File: src/logic/rdac_pkg.sv
`default_nettype none
// =============================================================
// Register map and field layout
package rdac_pkg;
    localparam int ADDR_W = 4;
    localparam logic [3:0] CONTROL_ADDR = 4'h0;
    localparam logic [3:0] LEVEL_ADDR   = 4'h1;
    localparam logic [3:0] STATUS_ADDR  = 4'h2;
    // Control register fields
    localparam int EN_BIT   = 7;
    localparam int LPS_BIT  = 6;
    localparam int OE_BIT   = 5;
    localparam int PSS_HI   = 3;
    localparam int PSS_LO   = 2;
    localparam int NSS_BIT  = 0;
    localparam logic [7:0] CONTROL_MASK  = 8'hED;
    localparam logic [7:0] LEVEL_MASK    = 8'h1F;
    localparam logic [7:0] CONTROL_RESET = 8'h00;
    localparam logic [7:0] LEVEL_RESET   = 8'h00;
    localparam int LEVEL_W = 5;
    localparam int LEVEL_STEPS = 32;
    // Positive source encodings
    localparam logic [1:0] PSS_SUPPLY  = 2'h0;
    localparam logic [1:0] PSS_EXT_REF = 2'h1;
    localparam logic [1:0] PSS_FIXED   = 2'h2;
    localparam logic [1:0] PSS_RSVD    = 2'h3;
endpackage : rdac_pkg
`default_nettype wire

File: src/logic/rdac_regs_if.sv
`timescale 1ns/100ps
`default_nettype none
// =============================================================
// Register image passed from the bus slave to the steering logic
interface rdac_regs_if;
    logic [7:0] control;
    logic [7:0] level;
    modport owner (output control, output level);
    modport user  (input control, input level);
endinterface : rdac_regs_if
`default_nettype wire

File: src/logic/rdac_regfile.sv
`timescale 1ns/100ps
`default_nettype none
// =============================================================
// Register storage for the two control registers
module rdac_regfile (
    input  wire logic             clk_sys,
    input  wire logic             rst_n,
    input  wire logic [3:0]       addr,
    input  wire logic [7:0]       wdata,
    input  wire logic             wr,
    rdac_regs_if.owner            regs
);
    logic [7:0] control_reg;
    logic [7:0] level_reg;
    wire        wr_control = wr && (addr == rdac_pkg::CONTROL_ADDR);
    wire        wr_level   = wr && (addr == rdac_pkg::LEVEL_ADDR);

    always_ff @(posedge clk_sys or negedge rst_n) begin
        if (!rst_n) begin
            control_reg <= rdac_pkg::CONTROL_RESET;
            level_reg   <= rdac_pkg::LEVEL_RESET;
        end else begin
            if (wr_control) begin
                control_reg <= wdata & rdac_pkg::CONTROL_MASK;
            end
            if (wr_level) begin
                level_reg <= wdata & rdac_pkg::LEVEL_MASK;
            end
        end
    end

    assign regs.control = control_reg;
    assign regs.level   = level_reg;
endmodule : rdac_regfile
`default_nettype wire

File: src/logic/rdac_ctrl.sv
// The plain strobed port and the register offsets were left to the implementer.
`timescale 1ns/100ps
`default_nettype none
// =============================================================
module rdac_ctrl (
    input  wire logic             clk_sys,
    input  wire logic             arst_n,
    input  wire logic [3:0]       reg_addr,
    input  wire logic [7:0]       reg_wdata,
    input  wire logic             reg_wr,
    input  wire logic             reg_rd,
    output logic [7:0]            reg_rdata,
    input  wire logic             sleep_active,
    input  wire logic             pin_digital_in,
    output logic                  pin_digital_in_gated,
    output logic                  pin_digital_out_override,
    output logic                  converter_enable,
    output logic                  reference_output_pin,
    output logic                  pos_src_supply_sel,
    output logic                  pos_src_ext_ref_sel,
    output logic                  pos_src_fixed_sel,
    output logic                  pos_src_connect,
    output logic                  neg_src_ground_sel,
    output logic                  neg_src_ext_ref_sel,
    output logic                  neg_src_connect,
    output logic [4:0]            ladder_step,
    output logic                  pos_src_reserved
);
    // =============================================================
    // Reset release
    logic rst_sync1_reg;
    logic rst_n_reg;
    always_ff @(posedge clk_sys or negedge arst_n) begin
        if (!arst_n) begin
            rst_sync1_reg <= 1'b0;
            rst_n_reg     <= 1'b0;
        end else begin
            rst_sync1_reg <= 1'b1;
            rst_n_reg     <= rst_sync1_reg;
        end
    end

    // =============================================================
    // Pin input synchronisers (pin and sleep come from outside)
    logic pin_s1_reg;
    logic pin_s2_reg;
    logic sleep_s1_reg;
    logic sleep_s2_reg;
    always_ff @(posedge clk_sys or negedge rst_n_reg) begin
        if (!rst_n_reg) begin
            pin_s1_reg   <= 1'b0;
            pin_s2_reg   <= 1'b0;
            sleep_s1_reg <= 1'b0;
            sleep_s2_reg <= 1'b0;
        end else begin
            pin_s1_reg   <= pin_digital_in;
            pin_s2_reg   <= pin_s1_reg;
            sleep_s1_reg <= sleep_active;
            sleep_s2_reg <= sleep_s1_reg;
        end
    end

    // =============================================================
    // Register storage
    rdac_regs_if regs ();
    rdac_regfile u_regfile (
        .clk_sys (clk_sys),
        .rst_n   (rst_n_reg),
        .addr    (reg_addr),
        .wdata   (reg_wdata),
        .wr      (reg_wr),
        .regs    (regs)
    );

    // =============================================================
    // Field decode
    wire       en_bit  = regs.control[rdac_pkg::EN_BIT];
    wire       lps_bit = regs.control[rdac_pkg::LPS_BIT];
    wire       oe_bit  = regs.control[rdac_pkg::OE_BIT];
    wire [1:0] pss     = regs.control[rdac_pkg::PSS_HI:rdac_pkg::PSS_LO];
    wire       nss_bit = regs.control[rdac_pkg::NSS_BIT];
    // Sleep state is only visible in status, it alters no stored bit
    wire [7:0] status_word = {7'h00, sleep_s2_reg};

    // Read mux, unmapped reads as zero
    wire [7:0] rd_mux =
        (reg_addr == rdac_pkg::CONTROL_ADDR) ? regs.control :
        (reg_addr == rdac_pkg::LEVEL_ADDR)   ? regs.level   :
        (reg_addr == rdac_pkg::STATUS_ADDR)  ? status_word  : 8'h00;

    // =============================================================
    // Analog steering registers
    logic [7:0] rdata_reg;
    logic       en_reg;
    logic       oe_reg;
    logic [2:0] psel_reg;
    logic [1:0] nsel_reg;
    logic       pconn_reg;
    logic       nconn_reg;
    logic [4:0] step_reg;
    logic       rsvd_reg;
    logic       din_reg;

    always_ff @(posedge clk_sys or negedge rst_n_reg) begin
        if (!rst_n_reg) begin
            rdata_reg <= 8'h00;
        end else begin
            // Data stands one cycle after the read strobe only
            rdata_reg <= reg_rd ? rd_mux : 8'h00;
        end
    end

    // Next values, decoded from the register image
    // positive and negative source decode
    wire [2:0] psel_next = {pss == rdac_pkg::PSS_FIXED,
                            pss == rdac_pkg::PSS_EXT_REF,
                            pss == rdac_pkg::PSS_SUPPLY};
    wire       rsvd_next = (pss == rdac_pkg::PSS_RSVD);
    wire [1:0] nsel_next = {nss_bit, ~nss_bit};
    // Driven pin never echoes its own level back to software
    wire       din_next  = oe_bit ? 1'b0 : pin_s2_reg;

    // Converter enable and pin connection
    always_ff @(posedge clk_sys or negedge rst_n_reg) begin
        if (!rst_n_reg) begin
            en_reg <= 1'b0;
            oe_reg <= 1'b0;
        end else begin
            en_reg <= en_bit;
            oe_reg <= oe_bit;
        end
    end

    // Ladder step
    always_ff @(posedge clk_sys or negedge rst_n_reg) begin
        if (!rst_n_reg) begin
            step_reg <= 5'h00;
        end else begin
            step_reg <= regs.level[rdac_pkg::LEVEL_W-1:0];
        end
    end

    // Source selection; reserved code selects nothing rather than a guess
    always_ff @(posedge clk_sys or negedge rst_n_reg) begin
        if (!rst_n_reg) begin
            psel_reg <= 3'h0;
            nsel_reg <= 2'h0;
            rsvd_reg <= 1'b0;
        end else begin
            psel_reg <= psel_next;
            rsvd_reg <= rsvd_next;
            nsel_reg <= nsel_next;
        end
    end

    // Ladder ends; both open in reset so no current flows before setup
    always_ff @(posedge clk_sys or negedge rst_n_reg) begin
        if (!rst_n_reg) begin
            pconn_reg <= 1'b0;
            nconn_reg <= 1'b0;
        end else begin
            pconn_reg <= lps_bit;
            nconn_reg <= ~lps_bit;
        end
    end

    // Gated pin input, already two flops past the pin
    always_ff @(posedge clk_sys or negedge rst_n_reg) begin
        if (!rst_n_reg) begin
            din_reg <= 1'b0;
        end else begin
            din_reg <= din_next;
        end
    end

    // =============================================================
    // Outputs
    assign reg_rdata                = rdata_reg;
    assign converter_enable         = en_reg;
    assign reference_output_pin     = oe_reg;
    assign pin_digital_out_override = oe_reg;
    assign pin_digital_in_gated     = din_reg;
    assign pos_src_supply_sel       = psel_reg[0];
    assign pos_src_ext_ref_sel      = psel_reg[1];
    assign pos_src_fixed_sel        = psel_reg[2];
    assign pos_src_reserved         = rsvd_reg;
    assign pos_src_connect          = pconn_reg;
    assign neg_src_ground_sel       = nsel_reg[0];
    assign neg_src_ext_ref_sel      = nsel_reg[1];
    assign neg_src_connect          = nconn_reg;
    assign ladder_step              = step_reg;
endmodule : rdac_ctrl
`default_nettype wire

File: config.mk
export PLATFORM = sky130hd
export DESIGN_NAME = rdac_ctrl
export DESIGN_NICKNAME = d
export VERILOG_FILES = /design/src/logic/rdac_pkg.sv /design/src/logic/rdac_regs_if.sv /design/src/logic/rdac_regfile.sv /design/src/logic/rdac_ctrl.sv
export SDC_FILE = /design/constraint.sdc
export NUM_CORES = 1
export LEC_CHECK = 0
export ABC_AREA = 1
export BUFFER_PORTS_ARGS = -buffer_cell sky130_fd_sc_hd__buf_2
export CORE_MARGIN = 2
export CORE_UTILIZATION = 53
export CTS_CLUSTER_DIAMETER = 200
export DETAILED_ROUTE_END_ITERATION = 7
export PLACE_DENSITY = 0.89
export RECOVER_POWER = 25
export SLEW_MARGIN = 10
export SYNTH_ARGS = -nofsm -noshare
export SYNTH_HDL_FRONTEND = slang
export SYNTH_SLANG_ARGS = --single-unit
File: constraint.sdc
create_clock -name clk_sys -period 3.2 [get_ports clk_sys]
set_input_delay 0.16 -clock clk_sys [delete_from_list [all_inputs] [get_ports clk_sys]]
set_output_delay 0.16 -clock clk_sys [all_outputs]
set_load 0.05 [all_outputs]
==> results of run 1 <==
[repair_timing]
action                                 in CTS  in global routing
endpoints found under the hold margin       4                  0
setup endpoints to repair                   0                  0
hold buffers                                3                  0
resized for setup                           0                  0
[power groups by stage]
stage          registers [W]  clock network [W]   logic, W
6_report            0.000636           0.000238   0.000289
5_1_grt             0.000646           0.000270   0.000306
4_1_cts             0.000636           0.000247   0.000293
3_5_place_dp        0.000647                  0   0.000289
3_3_place_gp        0.000639                  0   0.000281
2_1_floorplan       0.000790                  0  0.0000658
[kinds of logic after synthesis]
group | Yosys count | share of synthesized area (%)
DFF | 41 | 73.5
and+or+nand+nor | 41 | 13.4
buffers and inverters | 24 | 7.26
AOI/OAI and AO/OA | 11 | 5.56
other | 1 | 0.269
[cell usage in the layout (no fill, tap or decap)]
master         Yosys  layout
nand2_1           21      21
dlygate4sd3_1      0       3
o21ai_2            6       6
clkbuf_1           0       4
nor2b_1            1       1
inv_1             22      22
buf_2              0      41
nor2_1             9       9
nand3_1            5       5
buf_4              1       1
nor2_4             1       1
o21ai_1            5       4
conb_1             1       1
nand3_2            2       2
dfrtp_1           41      41
nor2_2             2       2
o21ai_0            0       1
clkbuf_4           0       5
[cell usage after synthesis]
master	instances	share of area, %
dfrtp_1	41	73
inv_1	22	5.9
nand2_1	21	5.6
nor2_1	9	2.4
o21ai_2	6	3.8
nand3_1	5	1.8
o21ai_1	5	1.8
nand3_2	2	1.4
nor2_2	2	0.90
buf_4	1	0.54
buf_6	1	0.81
conb_1	1	0.27
nor2_4	1	0.81
nor2b_1	1	0.45
[per-stage QoR]
stage | power (W) | utilization [%] | setup WS [ns] | hold WS, ns
final | 0.00116 | 69.0 | 2.05 | 0.0488
after floorplan | 0.000856 | - | 1.97 | -0.136
after global routing | 0.00122 | 69.0 | 1.85 | 0.0407
after CTS | 0.00118 | 69.1 | 2.00 | 0.0266
after global placement | 0.000920 | 65.9 | 2.09 | -0.0550
after detailed placement | 0.000936 | 65.9 | 2.00 | -0.0497
[cell type report]
type                            instances  share of cell area, %
Clock buffer                            8                   2.85
Tap cell                               30                   2.19
Sequential cell                        41                   60.0
Multi-Input combinational cell         53                   15.7
Timing Repair Buffer                   46                   14.4
Inverter                               22                   4.83
[routing by layer]
layer / track usage, % / part of all wire [%] / vias up
met3: 5.62 / 5.2 / 10
met1: 18.3 / 38 / 451
li1: - / - / 452
met5: 0 / 0 / -
met2: 30.8 / 53 / 31
met4: 15.3 / 4.1 / 0
[path summary, 6_finish.rpt]
check	startpoint	to	slack, ns	cells past startpoint
min in group asynchronous	arst_n	rst_n_reg$_DFF_PN0_	0.13	2
max reg2reg	rst_n_reg$_DFF_PN0_	reg_rdata[3]$_DFF_PN0_	2.07	1
min	reg_wdata[4]	u_regfile.regs.level[4]$_DFFE_PN0P_	0.05	3
max	pin_digital_out_override$_DFF_PN0_	pin_digital_out_override	2.05	1
min reg2reg	pin_s1_reg$_DFF_PN0_	pin_s2_reg$_DFF_PN0_	0.36	0
max in group asynchronous	rst_n_reg$_DFF_PN0_	reg_rdata[3]$_DFF_PN0_	2.07	1
==> impl_results.md, run 1 <==
- YS warnings: 0
- CTS max path bufs: 2
- Wire per inst: 12.9 um
- Via density: 4.72
- Nets@finish: 187
- FP Rows: 18
- Final setup viols: 0
- Internal: 0.000744 W
- Worst-path cell chain: buf_2
- Post-Syn Nets: 136
- Skew final: 0.00875 ns
- Crit path max-delay cell type: dfrtp_1
- Num CTS Buffers: 5
- Slew HR: 38.6%
- # port buffers: 42
- Synthesized instance count: 118
- Initial core utilization: 56.4%
- CTS root buf: clkbuf_4
- First-pass GRT wire length: 4.07 mm
- Finished Cell Area: 0.00171 mm^2
- CP arrival: 0.99 ns
- DR vias: 944
- GR Util All Layers: 18.3%
- Initial antenna violation count: 0
- DR DRC count: 0
- RePlAce Congestion: 0.795
- Crit path launch type: flip-flop
- Pwr dens: 680 mW/mm^2
- DP Cell Count: 189
- Post-route ant nets: 0
- Largest net degree at the start of global routing: 25
- Number of flip-flops in the largest register: 8
- Mapped cell area: 0.00140 mm^2
- Placed Area: 0.00163 mm^2
- Core area: 0.00248 mm^2
- Worst Max-Slew Pin Slew: 0.921 ns
- Clk pin slew, worst setup/hold paths: 0.11 ns
- Grt total ovfl: 0
- Crit end category: primary output
- Worst Hold Class: primary input to flip-flop
- I/O pin count: 43
- Vias in the first global route: 952
- Starting DRC count in detailed routing: 15
- Largest delay share family, worst path: flip-flops
- Sw frac: 36.1%
- RSZ-0062 raised after global routing: no
- Layout area overhead: 22.5%
- Fmax: 0.873 GHz
- DIE HEIGHT: 55.3 um
- Slew Viols, Final: 0
- Sequential share of power: 54.7%
- Final wirelength: 2.57 mm
- Avg Inst Size Synth: 11.8 um^2
- Skew-Pair Late Insertion Delay: 0.35 ns
- Die Span X: 55.3 um
- CTS tree: built
- DIE AREA: 0.00306 mm^2
- H-tree lvl count: 2
- # Post-CTS Setup Buffers: 0
- Crit path largest cell delay: 0.37 ns
- Final worst path period share: 35.8%
- Crit-path max FO: 2
- Crit path kind: flip-flop to primary output
- Maxcap violations: 0
- Pre-Repair DR Iteration Count: 4
- Min Tclk post-route: 1.15 ns
- Setup TNS: 0 ns
- P_sw: 0.000420 W
- Register area share after synthesis: 73.5%
- Max rail drop VDD: 423 uV
- Layout cells sized above 1: 34.1%
- Worst path required time: 3.04 ns
- Status: finished clean
- Fin cells: 200
- Clk sinks: 41
- Final Hold Viols: 0
- HPWL Detailed: 1.92 mm
- Multi-input logic area: 269 um^2
- FF+latch count, synth: 41
- Number of fill cells: 178
- ANT cells: 0
- Gate power share: 24.9%
- Clock Power Share: 20.4%
- Buf/Inv on CP: 1
- Register area: 0.00103 mm^2
- Distinct cells, synth: 14
- LEAKAGE: 0.976 nW
Power figures use the tool's default switching activity.
==> run 2, diff against run 1 <==
--- a/config.mk
+++ b/config.mk
@@ -8,10 +8,10 @@
 export ABC_AREA = 1
 export BUFFER_PORTS_ARGS = -buffer_cell sky130_fd_sc_hd__buf_2
 export CORE_MARGIN = 2
-export CORE_UTILIZATION = 53
+export CORE_UTILIZATION = 49
 export CTS_CLUSTER_DIAMETER = 200
 export DETAILED_ROUTE_END_ITERATION = 7
-export PLACE_DENSITY = 0.89
+export PLACE_DENSITY = 0.84
 export RECOVER_POWER = 25
 export SLEW_MARGIN = 10
 export SYNTH_ARGS = -nofsm -noshare
==> constraint.sdc (replaced) <==
create_clock -name clk_sys -period 1.18 [get_ports clk_sys]
set_input_delay 0.059 -clock clk_sys [delete_from_list [all_inputs] [get_ports clk_sys]]
set_output_delay 0.059 -clock clk_sys [all_outputs]
set_load 0.05 [all_outputs]
==> run 2 against run 1 <==
Compared with the run above:
- sequential share of layout area is 4.9 points lower
- core utilization decreased by 0.94 points
- design area is 8.9% higher
- clock power rose to 3.9 times the previous value
- critical path depth did not move
- clock skew increased by 0.0015 ns
- combinational power rose to 2.8 times the previous value
- sequential power increased to 2.7 times the previous value
- hold slack better by 0.029 ns
- count of clock-buffer cells in the layout decreased by 1
==> impl_results.md, run 2 (same netlist as run 1, synthesis figures left out) <==
- Min Tclk post-route: 1.04 ns
- Crit path max-delay cell type: dfrtp_1
- Finished Cell Area: 0.00186 mm^2 (+8.9%)
- Pre-CTS setup slack: 0.167 ns (-1.83 ns)
- Final Hold Viols: 0 (unchanged)
- Vias in the first global route: 977 (+2.6%)
- Crit path kind: flip-flop to primary output
- DIE AREA: 0.00329 mm^2 (+7.5%)
- Clk pin slew, worst setup/hold paths: 0.12 ns (about the same)
- Die Span X: 57.4 um (+3.7%)
- HPWL Detailed: 1.74 mm (-9.0%)
- RSZ-0062 raised after global routing: no
- Layout cells sized above 1: 33.9% (-0.23 points)
- Status: finished clean
- Post-route ant nets: 0 (unchanged)
- Skew final: 0.0102 ns (+0.00149 ns)
- Number of flip-flops in the largest register: 8 (unchanged)
- Largest delay share family, worst path: flip-flops
- Worst Max-Slew Pin Slew: 0.697 ns (-0.224 ns)
- Setup TNS: 0 ns (unchanged)
- Wire per inst: 12.0 um (-6.8%)
- # Post-CTS Setup Buffers: 0 (unchanged)
- DR vias: 967 (+2.4%)
- Setup ws final: 0.136 ns (-1.92 ns)
- Crit path launch type: flip-flop
- Nets@finish: 197 (+5.3%)
- Worst path required time: 1.12 ns (-1.92 ns)
- Worst-path cell chain: buf_2
- Fmax: 0.958 GHz
- DIE HEIGHT: 57.4 um (+3.7%)
- Fin cells: 211 (+5.5%)
- Pwr dens: 1860 mW/mm^2 (+170%)
- Final wirelength: 2.53 mm (-1.7%)
- Crit-path max FO: 1 (-1)
- # port buffers: 42 (unchanged)
- Final setup viols: 0 (unchanged)
- Core area: 0.00273 mm^2 (+10%)
- Maxcap violations: 0 (unchanged)
- Skew-Pair Late Insertion Delay: 0.34 ns (about the same)
- Crit path largest cell delay: 0.37 ns (about the same)
- Placed Area: 0.00165 mm^2 (+0.92%)
- Grt total ovfl: 0 (unchanged)
- First-pass GRT wire length: 4.22 mm (+3.5%)
- Most frequent cells in the layout: 42 x buf_2, 41 x dfrtp_1, 22 x inv_1
- CTS root buf: clkbuf_4
- Slew HR: 53.5% (+15 points)
- H-tree lvl count: 2 (unchanged)
- Number of fill cells: 213 (+20%)
- FP Rows: 19 (+1)
- GR Util All Layers: 17.4% (-0.96 points)
- DP Cell Count: 190 (+0.53%)
- Final worst path period share: 88.4%
- LEAKAGE: 1.04 nW (+7.0%)
- Initial core utilization: 51.1% (-5.3 points)
- Hold WS: 0.0773 ns (+0.0285 ns)
- Worst Hold Class: primary input to flip-flop
- CP arrival: 0.98 ns (about the same)
- Initial antenna violation count: 0 (unchanged)
- I/O pin count: 43 (unchanged)
- DR DRC count: 0 (unchanged)
- Largest net degree at the start of global routing: 25 (unchanged)
- Pre-Repair DR Iteration Count: 4 (unchanged)
- Max rail drop VDD: 1840 uV (+340%)
- Slew Viols, Final: 0 (unchanged)
- RePlAce Congestion: 0.740 (-7.0%)
- Layout area overhead: 33.3%
- Starting DRC count in detailed routing: 6 (-9)
- Num CTS Buffers: 5 (unchanged)
- CTS tree: built
- Commonest non-fill, non-tap cell in the layout: buf_2
- Clk sinks: 41 (unchanged)
- ANT cells: 0 (unchanged)
- Buf/Inv on CP: 1 (unchanged)
- CTS max path bufs: 2 (unchanged)
- Via density: 4.58 (-2.9%)
- Crit end category: primary output
## run 2: cell count changes in the layout (fill, tap and decap cells not counted), sizes merged
cell         change
buf              +1
bufinv           +1
clkbuf           -2
dlygate4sd3     +10
## run 2: area by class of cell
cell class | count | area [um^2] | share of cell area, %
clock buffers | 7 | 55.1 | 2.96
inverters | 22 | 82.6 | 4.44
repair buffers | 56 | 360 | 19.4
flip-flops and latches | 41 | 1030 | 55.1
multi-input cells | 53 | 269 | 14.4
well taps | 31 | 38.8 | 2.08
clock inverters | 1 | 30.0 | 1.61
## run 2: layer usage
| metal | up-vias | wire, um | track usage, % |
|---|---|---|---|
| met4 | 0 | 32 | 5.98 |
| met2 | 34 | 1250 | 28.1 |
| met3 | 4 | 179 | 7.71 |
| li1 | 477 | - | - |
| met5 | - | 0 | 0 |
| met1 | 452 | 1070 | 20.7 |
## run 2: report_power, final
group | leakage, nW | switching, W | internal [W]
clock network | 0.0455 | 0.000428 | 0.000506
registers | 0.520 | 0.000117 | 0.00160
logic | 0.478 | 0.000611 | 0.000205
total | 1.04 | 0.00116 | 0.00231
## run 2: timing repair
| action | CTS | global route |
|---|---|---|
| hold buffers | 13 | 0 |
| gates resized for setup | 0 | 0 |
| endpoints found under the hold margin | 16 | 0 |
## run 2: path summary, 6_finish.rpt
kind                                             start  cells after the start  slack [ns]                     end
worst max-delay path            reg_rdata[4]$_DFF_PN0_                      1        0.14            reg_rdata[4]
worst min-delay path                       reg_addr[2]                      4        0.08  reg_rdata[4]$_DFF_PN0_
worst max register to register     rst_n_reg$_DFF_PN0_                      1        0.32   psel_reg[0]$_DFF_PN0_
worst min register to register     rst_n_reg$_DFF_PN0_                      0        0.29  sleep_s2_reg$_DFF_PN0_
max in group asynchronous          rst_n_reg$_DFF_PN0_                      1        0.32   psel_reg[0]$_DFF_PN0_
min in group asynchronous          rst_n_reg$_DFF_PN0_                      0        0.29  sleep_s2_reg$_DFF_PN0_
## run 2: through the flow
stage	power (W)	utilization, %
after global routing	0.00362	68.1
after floorplan	0.00232	-
after detailed placement	0.00254	60.3
final	0.00347	68.1
after CTS	0.00349	68.1
after global placement	0.00251	60.3
## run 2: tightest hold or removal path, stage by stage
cell and delay, ns:
buf_2 0.10, nor2_4 0.05, nand3_1 0.13, nor2_1 0.06
==> run 3, diff against run 2 <==
--- a/config.mk
+++ b/config.mk
@@ -6,12 +6,13 @@
 export NUM_CORES = 1
 export LEC_CHECK = 0
 export ABC_AREA = 1
-export BUFFER_PORTS_ARGS = -buffer_cell sky130_fd_sc_hd__buf_2
+export BUFFER_PORTS_ARGS = -buffer_cell sky130_fd_sc_hd__clkbuf_2
 export CORE_MARGIN = 2
-export CORE_UTILIZATION = 49
+export CORE_UTILIZATION = 52
+export CTS_BUF_LIST = sky130_fd_sc_hd__clkbuf_8
 export CTS_CLUSTER_DIAMETER = 200
 export DETAILED_ROUTE_END_ITERATION = 7
-export PLACE_DENSITY = 0.84
+export PLACE_DENSITY = 0.88
 export RECOVER_POWER = 25
 export SLEW_MARGIN = 10
 export SYNTH_ARGS = -nofsm -noshare
==> run 3 against run 2 <==
Compared with the run above:
- largest cell class unchanged
- clock skew is 0.0051 ns lower
- power is 0.23% higher
- first-iteration DRC count grew to 3.2 times the previous value
- sequential power hardly changed
- combinational power is 2% lower
- design area is 3.6% lower
- sequential share of layout area is 2.1 points higher
- die area is 5.4% lower
- sequential cell count stayed put
- core utilization is 3.0 points higher
- hold slack worse by 0.068 ns
- non-clock buffer count is 7 lower
==> impl_results.md, run 3 (same netlist as run 1, synthesis figures left out) <==
- Status: finished clean
- # port buffers: 42 (unchanged)
- Layout cells sized above 1: 35.8% (+1.9 points)
- RSZ-0062 raised after global routing: no
- Hold_sp: reg_wdata[5]
- Vias in the first global route: 979 (+0.20%)
- Number of fill cells: 197 (-7.5%)
- Wire per inst: 12.1 um (+0.69%)
- Crit end category: primary output
- Starting DRC count in detailed routing: 19 (+13)
- Met1 usage: 18.6% (-2.2 points)
- Maxcap violations: 0 (unchanged)
- Worst R2R Setup Slack: 0.38 ns (+0.06 ns)
- Nets@finish: 190 (-3.6%)
- Clk pin slew, worst setup/hold paths: 0.07 ns (-0.05 ns)
- Initial core utilization: 55.4% (+4.3 points)
- Num CTS Buffers: 5 (unchanged)
- Pwr dens: 1940 mW/mm^2 (+4.0%)
- Slew Viols, Final: 0 (unchanged)
- Hold Crit Depth: 3 (-1)
- DIE AREA: 0.00312 mm^2 (-5.4%)
- FP Rows: 18 (-1)
- Largest delay share family, worst path: flip-flops
- Min Tclk post-route: 0.968 ns (-0.0753 ns)
- CTS tree: built
- RR Startpoint: sleep_s2_reg$_DFF_PN0_
- Crit-path max FO: 2 (+1)
- Worst Hold Class: primary input to flip-flop
- Crit path max-delay cell type: dfrtp_1
- Final wirelength: 2.45 mm (-3.1%)
- Via density: 4.65 (+1.5%)
- LEAKAGE: 1.01 nW (-3.4%)
- Pre-Repair DR Iteration Count: 4 (unchanged)
- Setup ws final: 0.212 ns (+0.0753 ns)
- Pre-CTS setup slack: 0.191 ns (+0.0246 ns)
- Crit path largest cell delay: 0.35 ns (-0.02 ns)
- Buf/Inv on CP: 1 (unchanged)
- Setup TNS: 0 ns (unchanged)
- Utilization after layout: 71.1% (+3.0 points)
- GR Util All Layers: 17.7% (+0.30 points)
- RePlAce Congestion: 0.723 (-2.3%)
- Die Span X: 55.8 um (-2.7%)
- Max rail drop VDD: 1500 uV (-19%)
- Skew-Pair Late Insertion Delay: 0.29 ns (-0.05 ns)
- CTS max path bufs: 2 (unchanged)
- Slew HR: 66.2% (+13 points)
- Most frequent cells in the layout: 41 x clkbuf_2, 40 x dfrtp_1, 22 x inv_1
- Worst Max-Slew Pin Slew: 0.507 ns (-0.189 ns)
- Post-route ant nets: 0 (unchanged)
- Fmax: 1.03 GHz (+7.8%)
- Skew final: 0.00509 ns (-0.00514 ns)
- Final setup viols: 0 (unchanged)
- DR vias: 944 (-2.4%)
- CTS root buf: clkbuf_8
- Largest net degree at the start of global routing: 40 (+60%)
- Initial antenna violation count: 0 (unchanged)
- Commonest non-fill, non-tap cell in the layout: clkbuf_2
- Number of flip-flops in the largest register: 8 (unchanged)
- WHS Endpoint: u_regfile.regs.control[5]$_DFFE_PN0P_
- CP arrival: 0.91 ns (-0.07 ns)
- I/O pin count: 43 (unchanged)
- DIE HEIGHT: 55.8 um (-2.7%)
- Final worst path period share: 82.1% (-6.4 points)
- Met3 Use GR: 5.81% (-1.9 points)
- Reg2reg end: reg_rdata[0]$_DFF_PN0_
- Worst path required time: 1.12 ns (about the same)
- H-tree lvl count: 2 (unchanged)
- GRT met2 Usage: 31.8% (+3.7 points)
- Grt total ovfl: 0 (unchanged)
- # Post-CTS Setup Buffers: 0 (unchanged)
- Crit path kind: flip-flop to primary output
- Layout area overhead: 28.5%
- First-pass GRT wire length: 4.13 mm (-1.9%)
- ANT cells: 0 (unchanged)
- Crit path launch type: flip-flop
- Final Hold Viols: 0 (unchanged)
- Core area: 0.00252 mm^2 (-7.7%)
- Worst reg2reg path depth: 5 (+4)
- Worst-path cell chain: clkbuf_2
- DR DRC count: 0 (unchanged)
- HPWL Detailed: 1.77 mm (+1.5%)
- Clk sinks: 41 (unchanged)
- Post-cts sizing count: 0 (unchanged)
- Global routing's busiest layer: met2
==> run 3: area by class of cell <==
class                   count  area, um^2  area share, %
clock buffers               7        96.3           5.37
clock inverters             1        5.00          0.279
inverters                  22        82.6           4.60
multi-input cells          53         269           15.0
flip-flops and latches     41        1030           57.3
well taps                  30        37.5           2.09
repair buffers             49         277           15.4
==> run 3: worst reg2reg max path: stages (launching register included) <==
cell     delay [ns]
dfrtp_1        0.36
inv_1          0.05
nand2_1        0.05
nand3_1        0.06
nand2_1        0.05
nor2b_1        0.13
==> run 3: worst max-delay path by stage <==
| stage | cells past startpoint | from | slack [ns] | to |
|---|---|---|---|---|
| 6_report | 1 | pin_digital_out_override$_DFF_PN0_ | 0.21 | pin_digital_out_override |
| 5_1_grt | 1 | pin_digital_out_override$_DFF_PN0_ | 0.17 | pin_digital_out_override |
| 3_3_place_gp | 5 | reg_addr[3] | 0.27 | u_regfile.regs.control[3]$_DFFE_PN0P_ |
| 2_1_floorplan | 1 | pin_digital_out_override$_DFF_PN0_ | 0.23 | reference_output_pin |
| 3_5_place_dp | 5 | reg_addr[3] | 0.19 | u_regfile.regs.control[5]$_DFFE_PN0P_ |
| 4_1_cts | 1 | pin_digital_out_override$_DFF_PN0_ | 0.20 | pin_digital_out_override |
==> run 3: routing by layer <==
| metal | part of all wire [%] | routed length (um) |
|---|---|---|
| met1 | 39 | 966 |
| met2 | 53 | 1300 |
| met5 | 0 | 0 |
| met4 | 1.6 | 39 |
| met3 | 5.9 | 144 |
==> run 3: power by group <==
part           switching (W)  internal, W
clock               0.000434     0.000528
sequential          0.000110      0.00160
combinational       0.000620     0.000181
==> run 3: repair_timing <==
item,4_1_cts,5_1_grt
setup endpoints to repair,0,0
hold buffers,6,0
hold endpoints to repair,7,0
==> run 3: stage by stage <==
stage / power, W / hold WS (ns) / cells / instance area [um^2]
after floorplan: 0.00232 / -0.237 / 118 / 1400
after global placement: 0.00250 / -0.155 / 189 / 1650
after detailed placement: 0.00254 / -0.152 / 189 / 1650
after CTS: 0.00353 / 0.00147 / 203 / 1810
after global routing: 0.00364 / 0.0163 / 203 / 1790
final: 0.00348 / 0.00912 / 203 / 1790
